`src/hw/pwr_irq_pkg.sv`:
```
package pwr_irq_pkg;

  // ----------------------------------------------------------------
  // register offsets (byte addresses on the apb bus)
  // ----------------------------------------------------------------
  localparam logic [7:0] OFF_PWR_MODE   = 8'h00;  // power_mode_control
  localparam logic [7:0] OFF_IRQ_FLAGS  = 8'h04;  // interrupt_request_flags_1
  localparam logic [7:0] OFF_AUX_CTRL   = 8'h08;  // noise select, timer a enable
  localparam logic [7:0] OFF_EVT_STATUS = 8'h0C;  // sticky event status
  localparam logic [7:0] OFF_EVT_MASK   = 8'h10;  // event mask
  localparam logic [7:0] OFF_STATE      = 8'h14;  // power state, read only

  // ----------------------------------------------------------------
  // field positions
  // ----------------------------------------------------------------
  localparam int BIT_STANDBY_SEL = 7;
  localparam int BIT_WAIT_HI     = 6;
  localparam int BIT_WAIT_LO     = 4;
  localparam int BIT_LOW_SPEED   = 3;
  localparam int BIT_TA_FLAG     = 7;
  localparam int BIT_S1_FLAG     = 6;
  localparam int BIT_NOISE_SEL   = 0;
  localparam int BIT_TA_IEN      = 1;

  // ----------------------------------------------------------------
  // reset values; unused bits read as one
  // ----------------------------------------------------------------
  localparam logic [7:0] RST_PWR_MODE  = 8'h07;
  localparam logic [7:0] RST_IRQ_FLAGS = 8'h20;
  localparam logic [7:0] PWR_FIXED_ONE = 8'h07;
  localparam logic [7:0] IRQ_FIXED_ONE = 8'h20;
  localparam logic [7:0] IRQ_FLAG_MASK = 8'hDF;

  // ----------------------------------------------------------------
  // timing counts
  // ----------------------------------------------------------------
  localparam int unsigned WAIT_STATES_0 = 8192;
  localparam int unsigned WAIT_STATES_1 = 16384;
  localparam int unsigned WAIT_STATES_2 = 32768;
  localparam int unsigned WAIT_STATES_3 = 65536;
  localparam int unsigned WAIT_STATES_4 = 131072;
  localparam int unsigned NOISE_DIV_SLOW = 16;
  localparam int unsigned NOISE_DIV_FAST = 4;
  localparam int unsigned DIV_W          = 4;

  // ----------------------------------------------------------------
  // power states, gray coded along the usual path
  // ----------------------------------------------------------------
  typedef enum logic [2:0] {
    ST_ACTIVE    = 3'h0,
    ST_SLEEP     = 3'h1,
    ST_STANDBY   = 3'h3,
    ST_WATCH     = 3'h2,
    ST_SUBACTIVE = 3'h6,
    ST_SUBSLEEP  = 3'h7
  } pwr_state_t;

  // hardware event sources
  typedef struct packed {
    logic       timer_a_tick;   // counter clock enable for timer a
    logic       serial1_done;   // serial channel 1 transfer complete
    logic [4:0] ext_pins;       // raw external pin levels
  } irq_src_t;

endpackage : pwr_irq_pkg

```
`src/hw/edge_filter.sv`:
```
`timescale 1ns/1ns
// ------------------------------------------------------------------
// sampled edge detector for the external interrupt pins
// ------------------------------------------------------------------
module edge_filter #(
  parameter int N = 5
) (
  input  wire logic         clk,
  input  wire logic         rst,
  input  wire logic         sample_en,   // one-cycle sampling pulse
  input  wire logic [N-1:0] pins,        // pin levels
  input  wire logic [N-1:0] rising_sel,  // 1 = rising edge, 0 = falling
  output logic      [N-1:0] edge_seen    // one-cycle pulse per pin
);
  logic [N-1:0] s0_r;  // first sample
  logic [N-1:0] s1_r;  // previous sample

  // ----------------------------------------------------------------
  // two consecutive samples must agree before a level counts,
  // which drops glitches shorter than one sample period
  // ----------------------------------------------------------------
  logic [N-1:0] stable_r;  // filtered level

  always_ff @(posedge clk or posedge rst) begin
    if (rst) begin
      s0_r     <= '0;
      s1_r     <= '0;
      stable_r <= '0;
      edge_seen <= '0;
    end else begin
      edge_seen <= '0;
      if (sample_en) begin
        s0_r <= pins;
        s1_r <= s0_r;
        for (int i = 0; i < N; i++) begin
          if (s0_r[i] == s1_r[i] && s0_r[i] != stable_r[i]) begin
            stable_r[i]  <= s0_r[i];
            edge_seen[i] <= (s0_r[i] == rising_sel[i]);
          end
        end
      end
    end
  end
endmodule : edge_filter

```
`src/hw/pwr_irq_regs.sv`:
```
// The address map and the APB slave port are this design's own decisions.
`timescale 1ns/1ns
// What this block does
// - sleep in active: standby bit picks sleep/standby
// - sleep in subactive: subsleep or watch
// - low-speed bit selects subclock for cpu
// - noise sampling at osc/16 or osc/4
// - pin flags cleared by writing zero
// - pin flag set on selected pin edge
// - serial1 flag set on done, zero clears
// - timer a flag cleared by writing zero
// - timer a flag set on counter wrap
// - timer a enable gates its interrupt
module pwr_irq_regs
  import pwr_irq_pkg::*;
#(
  parameter int unsigned WAIT_SCALE = 1  // divide waits for simulation
) (
  input  wire logic        CLK,
  input  wire logic        RST,
  input  wire logic        PSEL,
  input  wire logic        PENABLE,
  input  wire logic        PWRITE,
  input  wire logic [7:0]  PADDR,
  input  wire logic [31:0] PWDATA,
  output logic      [31:0] PRDATA,
  output logic             PREADY,
  output logic             PSLVERR,
  input  wire logic        SLEEP_REQ,     // sleep instruction executed
  input  wire logic        WAKE_REQ,      // wake event from any source
  input  wire irq_src_t    SRC,           // hardware event sources
  input  wire logic [4:0]  PIN_IRQ_EN,    // pin configured as interrupt input
  input  wire logic [4:0]  PIN_RISING,    // edge select per pin
  output logic             CPU_ON_SUBCLK, // cpu runs on subclock
  output logic             WAIT_DONE,     // oscillator settling complete
  output logic             IRQ_TIMER_A,   // gated timer a interrupt
  output logic             IRQ            // summary event interrupt
);

  // ----------------------------------------------------------------
  // storage
  // ----------------------------------------------------------------
  logic [7:0]  pwr_r;        // power_mode_control
  logic [7:0]  flags_r;      // interrupt_request_flags_1
  logic [1:0]  aux_r;        // noise select and timer a enable
  logic [7:0]  evt_r;        // sticky event status
  logic [7:0]  mask_r;       // event mask
  pwr_state_t  state_r;      // current power state
  pwr_state_t  state_nxt;    // next power state
  logic [17:0] wait_r;       // settling countdown
  logic [7:0]  tmr_r;        // timer a counter
  logic [3:0]  div_r;        // noise sample divider
  logic        sample_en;    // one-cycle sample pulse
  logic [4:0]  pin_edge;     // filtered pin edges

  // ----------------------------------------------------------------
  // apb decode; single-cycle access phase, always ready
  // ----------------------------------------------------------------
  logic wr_en;   // write takes effect
  logic rd_en;   // read data captured
  assign wr_en = PSEL && PENABLE && PWRITE;
  assign rd_en = PSEL && !PENABLE && !PWRITE;

  // every mapped word; anything else answers with an error
  function automatic logic known_addr(input logic [7:0] a);
    known_addr = (a == OFF_PWR_MODE) || (a == OFF_IRQ_FLAGS) ||
                 (a == OFF_AUX_CTRL) || (a == OFF_EVT_STATUS) ||
                 (a == OFF_EVT_MASK) || (a == OFF_STATE);
  endfunction : known_addr

  // wait length from the three-bit field; top bit overrides
  function automatic logic [17:0] wait_len(input logic [2:0] sel);
    logic [17:0] n;
    n = 18'(WAIT_STATES_4);
    unique case (sel[1:0])
      2'h0:    n = sel[2] ? 18'(WAIT_STATES_4) : 18'(WAIT_STATES_0);
      2'h1:    n = sel[2] ? 18'(WAIT_STATES_4) : 18'(WAIT_STATES_1);
      2'h2:    n = sel[2] ? 18'(WAIT_STATES_4) : 18'(WAIT_STATES_2);
      2'h3:    n = sel[2] ? 18'(WAIT_STATES_4) : 18'(WAIT_STATES_3);
    endcase
    wait_len = 18'(n / WAIT_SCALE);
  endfunction : wait_len

  // ----------------------------------------------------------------
  // bus answer registers
  // ----------------------------------------------------------------
  always_ff @(posedge CLK or posedge RST) begin
    if (RST) begin
      PRDATA  <= 32'h0000_0000;
      PREADY  <= 1'b0;
      PSLVERR <= 1'b0;
    end else begin
      PREADY  <= PSEL && !PENABLE;  // ready in the access phase
      PSLVERR <= PSEL && !PENABLE && !known_addr(PADDR);
      // taken at the setup edge, so it stands through the access cycle
      if (rd_en) begin  // unmapped reads return zero
        unique case (PADDR)
          OFF_PWR_MODE:   PRDATA <= {24'h0, pwr_r | PWR_FIXED_ONE};
          OFF_IRQ_FLAGS:  PRDATA <= {24'h0, flags_r | IRQ_FIXED_ONE};
          OFF_AUX_CTRL:   PRDATA <= {30'h0, aux_r};
          OFF_EVT_STATUS: PRDATA <= {24'h0, evt_r};
          OFF_EVT_MASK:   PRDATA <= {24'h0, mask_r};
          OFF_STATE:      PRDATA <= {29'h0, state_r};
          default:        PRDATA <= 32'h0000_0000;
        endcase
      end
    end
  end

  // ----------------------------------------------------------------
  // control registers
  // ----------------------------------------------------------------
  always_ff @(posedge CLK or posedge RST) begin
    if (RST) begin
      pwr_r  <= RST_PWR_MODE;
      aux_r  <= 2'h0;
      mask_r <= 8'h00;
    end else if (wr_en) begin
      if (PADDR == OFF_PWR_MODE) pwr_r <= PWDATA[7:0] | PWR_FIXED_ONE;
      if (PADDR == OFF_AUX_CTRL) aux_r <= PWDATA[1:0];
      if (PADDR == OFF_EVT_MASK) mask_r <= PWDATA[7:0];
    end
  end

  // ----------------------------------------------------------------
  // noise sampling divider; pulse period equals the divide ratio
  // ----------------------------------------------------------------
  logic [3:0] div_lim;  // last count of the current period
  assign div_lim = aux_r[BIT_NOISE_SEL] ? 4'(NOISE_DIV_FAST - 1)
                                        : 4'(NOISE_DIV_SLOW - 1);

  // a count above the limit, left from the slow rate, ends at once
  always_ff @(posedge CLK or posedge RST) begin
    if (RST) begin
      div_r     <= 4'h0;
      sample_en <= 1'b0;
    end else begin
      sample_en <= (div_r >= div_lim);
      div_r     <= (div_r >= div_lim) ? 4'h0 : 4'(div_r + 4'h1);
    end
  end

  // pin edges, filtered at the divided sample rate
  edge_filter #(.N(5)) u_edge (
    .clk        (CLK),
    .rst        (RST),
    .sample_en  (sample_en),
    .pins       (SRC.ext_pins),
    .rising_sel (PIN_RISING),
    .edge_seen  (pin_edge)
  );

  // ----------------------------------------------------------------
  // timer a counter
  // ----------------------------------------------------------------
  logic tmr_wrap;  // counter goes from all ones to zero
  assign tmr_wrap = SRC.timer_a_tick && (tmr_r == 8'hFF);

  // the count rolls over silently; the flag and event status bit 7 record it
  always_ff @(posedge CLK or posedge RST) begin
    if (RST) tmr_r <= 8'h00;
    else if (SRC.timer_a_tick) tmr_r <= 8'(tmr_r + 8'h01);
  end

  // ----------------------------------------------------------------
  // request flags; a hardware set wins over a same-cycle clear
  // ----------------------------------------------------------------
  // bit 5 has no source and always reads as one
  logic [7:0] set_vec;  // hardware set events
  logic [7:0] clr_vec;  // software clears
  assign set_vec = {tmr_wrap, SRC.serial1_done, 1'b0,
                    pin_edge & PIN_IRQ_EN};
  // zero written over a one clears; ones written are ignored
  assign clr_vec = (wr_en && PADDR == OFF_IRQ_FLAGS) ?
                   (~PWDATA[7:0] & flags_r & IRQ_FLAG_MASK) : 8'h00;

  always_ff @(posedge CLK or posedge RST) begin
    if (RST) flags_r <= RST_IRQ_FLAGS;
    else flags_r <= ((flags_r & ~clr_vec) | set_vec) | IRQ_FIXED_ONE;
  end

  // ----------------------------------------------------------------
  // event status, write one to clear, mask gates the summary line
  // ----------------------------------------------------------------
  always_ff @(posedge CLK or posedge RST) begin
    if (RST) begin
      evt_r       <= 8'h00;
      IRQ         <= 1'b0;
      IRQ_TIMER_A <= 1'b0;
    end else begin
      evt_r <= (evt_r & ~((wr_en && PADDR == OFF_EVT_STATUS) ? PWDATA[7:0] : 8'h00))
               | set_vec;
      IRQ   <= |(evt_r & mask_r);
      IRQ_TIMER_A <= flags_r[BIT_TA_FLAG] && aux_r[BIT_TA_IEN];
    end
  end

  // ----------------------------------------------------------------
  // power state machine
  // ----------------------------------------------------------------
  always_comb begin
    state_nxt = state_r;
    unique case (state_r)
      ST_ACTIVE:    if (SLEEP_REQ)
                      state_nxt = pwr_r[BIT_STANDBY_SEL] ? ST_STANDBY : ST_SLEEP;
      ST_SUBACTIVE: if (SLEEP_REQ)
                      state_nxt = pwr_r[BIT_STANDBY_SEL] ? ST_WATCH : ST_SUBSLEEP;
      ST_SLEEP:     if (WAKE_REQ) state_nxt = ST_ACTIVE;
      ST_SUBSLEEP:  if (WAKE_REQ) state_nxt = ST_SUBACTIVE;
      ST_STANDBY, ST_WATCH:
                    if (wait_r == 18'h1)
                      state_nxt = pwr_r[BIT_LOW_SPEED] ? ST_SUBACTIVE : ST_ACTIVE;
      default:      state_nxt = ST_ACTIVE;
    endcase
  end

  // waits count only after a wake from an oscillator-stopped state
  always_ff @(posedge CLK or posedge RST) begin
    if (RST) begin
      state_r   <= ST_ACTIVE;
      wait_r    <= 18'h0;
      WAIT_DONE <= 1'b0;
    end else begin
      state_r   <= state_nxt;
      WAIT_DONE <= (wait_r == 18'h1);
      if ((state_r == ST_STANDBY || state_r == ST_WATCH) && WAKE_REQ && wait_r == 18'h0)
        wait_r <= wait_len(pwr_r[BIT_WAIT_HI:BIT_WAIT_LO]);
      else if (wait_r != 18'h0)
        wait_r <= 18'(wait_r - 18'h1);
    end
  end

  // cpu clock choice follows the low-speed bit
  always_ff @(posedge CLK or posedge RST) begin
    if (RST) CPU_ON_SUBCLK <= 1'b0;
    else CPU_ON_SUBCLK <= pwr_r[BIT_LOW_SPEED];
  end

  // ----------------------------------------------------------------
  // checks
  // ----------------------------------------------------------------
  // cycles since the last sample pulse; an aux write restarts the
  // measurement, since the period across a rate change is partial
  logic [4:0] gap_r;        // cycles since the last sample pulse
  logic       rate_held_r;  // no aux write since the last pulse

  always_ff @(posedge CLK or posedge RST) begin
    if (RST) begin
      gap_r       <= 5'h00;
      rate_held_r <= 1'b0;
    end else begin
      gap_r <= sample_en ? 5'h01 : 5'(gap_r + 5'h01);
      if (wr_en && PADDR == OFF_AUX_CTRL) rate_held_r <= 1'b0;
      else if (sample_en) rate_held_r <= 1'b1;
    end
  end
endmodule : pwr_irq_regs

```
`config.mk`:
```
export PLATFORM = sky130hd
export DESIGN_NAME = pwr_irq_regs
export DESIGN_NICKNAME = d
export VERILOG_FILES = /design/src/hw/pwr_irq_pkg.sv /design/src/hw/edge_filter.sv /design/src/hw/pwr_irq_regs.sv
export SDC_FILE = /design/constraint.sdc
export NUM_CORES = 1
export LEC_CHECK = 0
export BUFFER_PORTS_ARGS = -buffer_cell sky130_fd_sc_hd__clkbuf_2
export CAP_MARGIN = 20
export CORE_UTILIZATION = 55
export CTS_BUF_LIST = sky130_fd_sc_hd__clkbuf_4
export DETAILED_ROUTE_END_ITERATION = 12
export PLACE_DENSITY_LB_ADDON = 0.12
export SETUP_SLACK_MARGIN = 0.5
export SYNTH_ARGS = -nofsm -noshare
export SYNTH_HDL_FRONTEND = slang
export SYNTH_SLANG_ARGS = --single-unit
```
`constraint.sdc`:
```
create_clock -name CLK -period 6.4 [get_ports CLK]
set_input_delay 0 -clock CLK [delete_from_list [all_inputs] [get_ports CLK]]
set_output_delay 0 -clock CLK [all_outputs]
set_load 0.1 [all_outputs]
```
## After elaboration in Yosys (flattened, before gate mapping)

Cells that the tools add are included.

| word-level totals | value |
|---|---|
| flip-flop bits (word level) | 122 |
| bits in latches | 0 |
| bits in writable memories | 0 |
| memory bits (read-only) | 0 |
| bits of input ports | 64 |
| output and inout port bits | 38 |
| word-level logic and storage cells | 143 |
| memories | 0 |

| operators by class | value |
|---|---|
| add/sub/neg operators | 3 |
| multipliers | 0 |
| div/mod/pow operators | 0 |
| magnitude comparators | 1 |
| equality and inequality tests | 35 |
| shifts and indexed selects | 0 |
| multiplexer cells | 27 |
| bitwise operators | 10 |
| reductions and logical operators | 42 |

Operators by type and width:

| kind | count |
|---|---|
| 2-to-1 mux 18 bit | 6 |
| case mux 18 bit (4 select lines) | 1 |
| case mux 8 bit (6 select lines) | 1 |
| bitwise AND 8 bit | 4 |
| inverter 8 bit | 3 |
| 2-to-1 mux 3 bit | 7 |
| == test 18 x 1 -> 1 bit, second input constant | 1 |
| logical NOT 18 bit | 1 |
| nonzero test 18 bit | 1 |
| subtractor 18 x 1 -> 18 bit, second input constant | 1 |
| == test 8 x 4 -> 1 bit, second input constant | 2 |
| == test 8 x 5 -> 1 bit, second input constant | 2 |
| logical AND 1 bit | 16 |
| 2-to-1 mux 8 bit | 2 |
| bitwise OR 8 bit | 2 |
| AND reduction 2 bit | 8 |
| case mux 3 bit (5 select lines) | 1 |
| == test 1 bit | 10 |
| != test 2 bit, second input constant | 5 |
| adder 8 x 1 -> 8 bit, second input constant | 1 |
| == test 8 x 3 -> 1 bit, second input constant | 1 |
| == test 8 bit, second input constant | 1 |
| logical NOT 8 bit | 1 |
| 2-to-1 mux 4 bit | 2 |
| other kinds (20) | 38 |

## Longest topological paths before layout

| depth | value |
|---|---|
| word-level depth | 8 |
| gate-level depth with buffers | 8 |
| depth with buffers taken out | 6 |

## By module

Synthesis repeated with hierarchy kept, for this count alone.

| unflattened totals | value |
|---|---|
| cells, all modules | 438 |
| area, all modules | 4725.8 µm² |

By module, submodules not included:

| module | times used | cells each | area each (µm²) | sequential area each (µm²) |
|---|---|---|---|---|
| pwr_irq_regs | 1 | 364 | 3857.4 | 1951.9 |
| edge_filter | 1 | 74 | 868.3 | 500.5 |

## Least setup slack after synthesis

No wires, ideal clock.

| timing path | value |
|---|---|
| path kind | register to register |
| start point | register wait_r[0] |
| end point | register wait_r[0] |
| data arrival time | 2.000 ns |
| slack | 4.320 ns |
| stages on the path, launching flop included | 9 |
| cells stage by stage | dfrtp_1 > inv_1 > ha_1 > or3b_2 > clkbuf_1 > nor2_2 > and2_1 > clkbuf_2 > mux2i_1 |

| between the ends | value |
|---|---|
| longest elaborated chain between the ends | 3 |
| elaborated cells between the ends (all ways) | 7 |

Ends and longest elaborated chain:

| item | RTL line | text |
|---|---|---|
| start, declared | pwr_irq_regs.sv:50 | `logic [17:0] wait_r;` |
| start signal, assigned | pwr_irq_regs.sv:227 | `wait_r <= wait_len(pwr_r[BIT_WAIT_HI:BIT_WAIT_LO]);` |
| start signal, assigned | pwr_irq_regs.sv:229 | `wait_r <= 18'(wait_r - 18'h1);` |
| subtractor 18 x 1 -> 18 bit or logical NOT 18 bit (tied branches) | pwr_irq_regs.sv:229, pwr_irq_regs.sv:226 |  |
| 2-to-1 mux 18 bit or logical AND 1 bit (tied branches) | pwr_irq_regs.sv:228, pwr_irq_regs.sv:226 |  |
| 2-to-1 mux 18 bit or nonzero test 2 bit (tied branches) | -- |  |

Several ways; a longest one is shown, not always the timed one. The select of a mux whose other input is x is not followed.
A chain may end at the register's enable or synchronous reset.

## Worst setup path after layout

| timing path | value |
|---|---|
| start point | input PADDR[5] |
| end point | register evt_r[6] |

| between the ends | value |
|---|---|
| longest elaborated chain between the ends | 6 |

Ends and longest elaborated chain:

| item | RTL line | text |
|---|---|---|
| start, declared | pwr_irq_regs.sv:24 | `input wire logic [7:0] PADDR,` |
| == test 8 x 4 -> 1 bit | pwr_irq_regs.sv:191 | `evt_r <= (evt_r & ~((wr_en && PADDR == OFF_EVT_STATUS) ? PWDATA[7:0] : 8'h00))` |
| logical AND 1 bit | pwr_irq_regs.sv:191 |  |
| 2-to-1 mux 8 bit | pwr_irq_regs.sv:191 |  |
| inverter 8 bit | pwr_irq_regs.sv:191 |  |
| bitwise AND 8 bit | pwr_irq_regs.sv:191 |  |
| bitwise OR 8 bit | pwr_irq_regs.sv:192 | `\| set_vec;` |
| end signal, assigned | pwr_irq_regs.sv:191 |  |
| end, declared | pwr_irq_regs.sv:46 | `logic [7:0] evt_r;` |

Every way passes these cells.

==> flow_metrics.env <==
export IMPL_hold_viol=0
export IMPL_clk_latency_ns=0.44
export IMPL_p_per_area_nw_per_um2=251
export IMPL_rows=33
export IMPL_synth_seq_area_share_pct=51.2
export IMPL_pre_cts_ws_ns=4.07
export IMPL_report_final_slew_viol_count=0
export IMPL_drv_cap=0
export IMPL_p_leak_uw=0.00252
export IMPL_routed_wl_um=9660
export IMPL_mappedNetlistArea_um2=4790
export IMPL_max_stage_delay_ns=0.84
export IMPL_setup_viol=0
export IMPL_synth_edf_count=0
export IMPL_cp_startpoint="PADDR[5]"
export IMPL_skew_ns=0.0189
export IMPL_rr_worst_depth=6
export IMPL_endpoint="evt_r[6]$_DFF_PP0_"
export IMPL_synth_most_common_cell="dfrtp_1"
export IMPL_drtIter0Drc=172
export IMPL_first_global_vias=3337
export IMPL_ir_drop_uv=169
export IMPL_dieHeight_um=95.3
export IMPL_grt_use_total_pct=23.0
export IMPL_synth_mux_area_share_pct=8.70
export IMPL_setup_tns_ns=0
export IMPL_gp_congestion=0.844
export IMPL_ys_types=60
export IMPL_cts_root_buffer_cell="clkbuf_4"
export IMPL_hpwl_um=6590
export IMPL_antenna_found_initial=0
export IMPL_yosys_warnings=0
export IMPL_worstSetupEndpointType="flop"
export IMPL_post_cts_resized=0
export IMPL_worstPathArrival_ns=2.81
export IMPL_rrSetupSlack_ns=4.03
export IMPL_final_antenna_net_count=0
export IMPL_synth_top_family_by_area="simple AND/OR/NAND/NOR gates"
export IMPL_antenna_diode_count=0
export IMPL_gr_usage_met2_pct=36.3
export IMPL_die_area_um2=9090
export IMPL_r2r_start="wait_r[0]$_DFFE_PP0P_"
export IMPL_async_flop_share_pct=100
export IMPL_via_count=3564
export IMPL_cts_buffer_depth=2
export IMPL_firstDrtPassIters=4
export IMPL_worst_slack_ns=3.94
export IMPL_cts_htree_levels=3
export IMPL_synth_compound_area_share_pct=11.9
export IMPL_grt_pass1_wl_um=15800
export IMPL_crit_required_ns=6.75
export IMPL_r2r_end="wait_r[1]$_DFFE_PP0P_"
export IMPL_path_common_cell="dlygate4sd3_1"
export IMPL_ys_seq_elements=98
export IMPL_tritoncts="yes"
export IMPL_wl_per_cell_um=15.2
export IMPL_crit_type="in -> reg"
export IMPL_start_util_pct=57.4
export IMPL_synthFlopType="dfrtp_1"
export IMPL_chipWidth_um=95.3
export IMPL_slowest_stage="nor4_2"
export IMPL_postSynthCellCount=434
export IMPL_finalCritPeriodShare_pct=38.4
export IMPL_coreArea_um2=8340
export IMPL_grt_use_met1_pct=31.8
export IMPL_viasPerCell=5.60
export IMPL_cp_max_fo=8
export IMPL_syn_avg_cell_area_um2=11.0
export IMPL_synth_xor_area_share_pct=3.29
export IMPL_rsz0062_at_grt="false"
export IMPL_hold_path_class="in -> reg"
export IMPL_cp_depth=7
export IMPL_grt_overflow_total=0
export IMPL_clock_fmax_mhz=407
export IMPL_syn_to_final_growth_pct=16.7
export IMPL_top_usage_layer="met2"
export IMPL_synthTopCellsByCount="98 x dfrtp_1, 41 x nand2_1, 29 x mux2_2"
export IMPL_portBuffers=53
export IMPL_drive_above_1_share_pct=23.2
export IMPL_ys_top_cells_by_area="dfrtp_1 51%, mux2_2 6.8%, buf_4 3.9%, nand2_1 3.2%, xor2_1 2.2%"
export IMPL_path_buf_inv=3
export IMPL_synth_simple_area_share_pct=17.6
export IMPL_status="complete, no violations"
export IMPL_worst_pin_slew_ns=0.948
export IMPL_grt_max_degree=62
export IMPL_finalNetCount=596
export IMPL_cts_reportedPaths_clkPinSlew_ns=0.16
export IMPL_use_met3_pct=3.51
export IMPL_slew_headroom_pct=36.3
export IMPL_crit_chain="dlygate4sd3_1 -> clkbuf_2 -> or3_1 -> nor4_2 -> nand2_1 -> a21o_1 -> dlygate4sd3_1"
export IMPL_critPathTopFamily="simple AND/OR/NAND/NOR gates"
export IMPL_startpoint_type="input pin"
export IMPL_synth_area_leader_cell="dfrtp_1"
export IMPL_drcViolationCount=0
export IMPL_clock_sinks=98
export IMPL_ios=102
export IMPL_fin_crit_ns=2.46
export IMPL_cts_buffers=9
export IMPL_netlist_area_leader_share_pct=51.2
export IMPL_synthAdderAreaFrac_pct=1.57
-- worst reg2reg max path, cell delays in order (launching register included) --
cell and delay, ns:
dfrtp_1 0.48, inv_1 0.08, ha_1 0.20, or3b_2 0.55, nor2_2 0.39, and2_1 0.39, mux2i_1 0.22
-- layout make-up --
type	instances	area, um^2
Sequential cell	98	2450
Tap cell	105	131
Timing Repair Buffer	97	703
Fill cell	678	2750
Clock inverter	7	60.1
Multi-Input combinational cell	314	2150
Inverter	6	25.0
Clock buffer	9	67.6
-- metal layers --
layer / vias up / share of wire [%]
met3: 16 / 4.2
met2: 101 / 47
li1: 1720 / -
met4: 0 / 1.6
met1: 1727 / 47
met5: - / 0
-- worst min-delay path by stage --
stage | slack, ns | startpoint | depth (start not counted) | to
after floorplan | 0.08 | PENABLE | 1 | PREADY$_DFF_PP0_
after global placement | 0.04 | RST | 2 | wait_r[2]$_DFFE_PP0P_
after detailed placement | 0.05 | RST | 2 | wait_r[2]$_DFFE_PP0P_
after CTS | 0.009 | SLEEP_REQ | 5 | state_r[1]$_DFFE_PP0P_
after global routing | 0.03 | SLEEP_REQ | 5 | state_r[1]$_DFFE_PP0P_
final | 0.04 | SLEEP_REQ | 4 | state_r[2]$_DFFE_PP0P_
-- registers in the layout (all words and copies together), names as in the netlist, 2 cells and up --
register / count
pwr_r: 5
flags_r: 7
mask_r: 8
aux_r: 2
PRDATA: 8
state_r: 3
wait_r: 18
tmr_r: 8
u_edge.s1_r: 5
u_edge.edge_seen: 5
evt_r: 8
div_r: 4
u_edge.s0_r: 5
u_edge.stable_r: 5
-- through the flow --
| step | util, % | std cells | power (uW) | hold WS [ns] | area (um^2) |
|---|---|---|---|---|---|
| floorplan | - | 457 | 1020 | 0.0845 | 4880 |
| global placement | 60.3 | 577 | 1060 | 0.0448 | 5030 |
| detailed placement | 60.3 | 577 | 1080 | 0.0511 | 5030 |
| CTS | 67.0 | 636 | 1420 | 0.00945 | 5590 |
| global route | 67.0 | 636 | 1480 | 0.0342 | 5590 |
| finish | 67.0 | 636 | 1410 | 0.0399 | 5590 |
-- timing repair --
item,in CTS,in global routing
hold buffers,43,0
buffers inserted,0,0
endpoints found under the hold margin,87,0
-- cells by family (layout without fill, tap and decap cells) --
group | after synthesis | in the layout
buf+inv | 45 | 119
xor+xnor | 18 | 18
fa+ha+maj | 6 | 6
flops | 98 | 98
simple gates | 144 | 144
mux | 38 | 38
other cells | 1 | 24
compound gates | 84 | 84
-- cell usage in the layout (no fill, tap or decap), types with 6 or more instances in the layout --
master         count
a21boi_0           6
a21oi_1           16
a22o_1             6
a22oi_1            8
a2bb2oi_1          7
clkbuf_2          53
clkbuf_4           9
conb_1            24
dfrtp_1           98
dlygate4sd3_1     43
ha_1               6
mux2_2            29
mux2i_1            9
nand2_1           41
nand2b_1           9
nand3_1            9
nand4b_1           6
nor2_1            18
nor3_1             9
o21ai_0           19
or4b_2             6
xnor2_1            6
xor2_1            12
-- report_power, final --
part           internal, uW  switching (uW)  total (uW)
Clock                  86.8             224         311
Sequential              706            89.1         795
Combinational           137             163         300
Total                   930             476        1410
No activity file was read; power rests on OpenSTA's default activity.
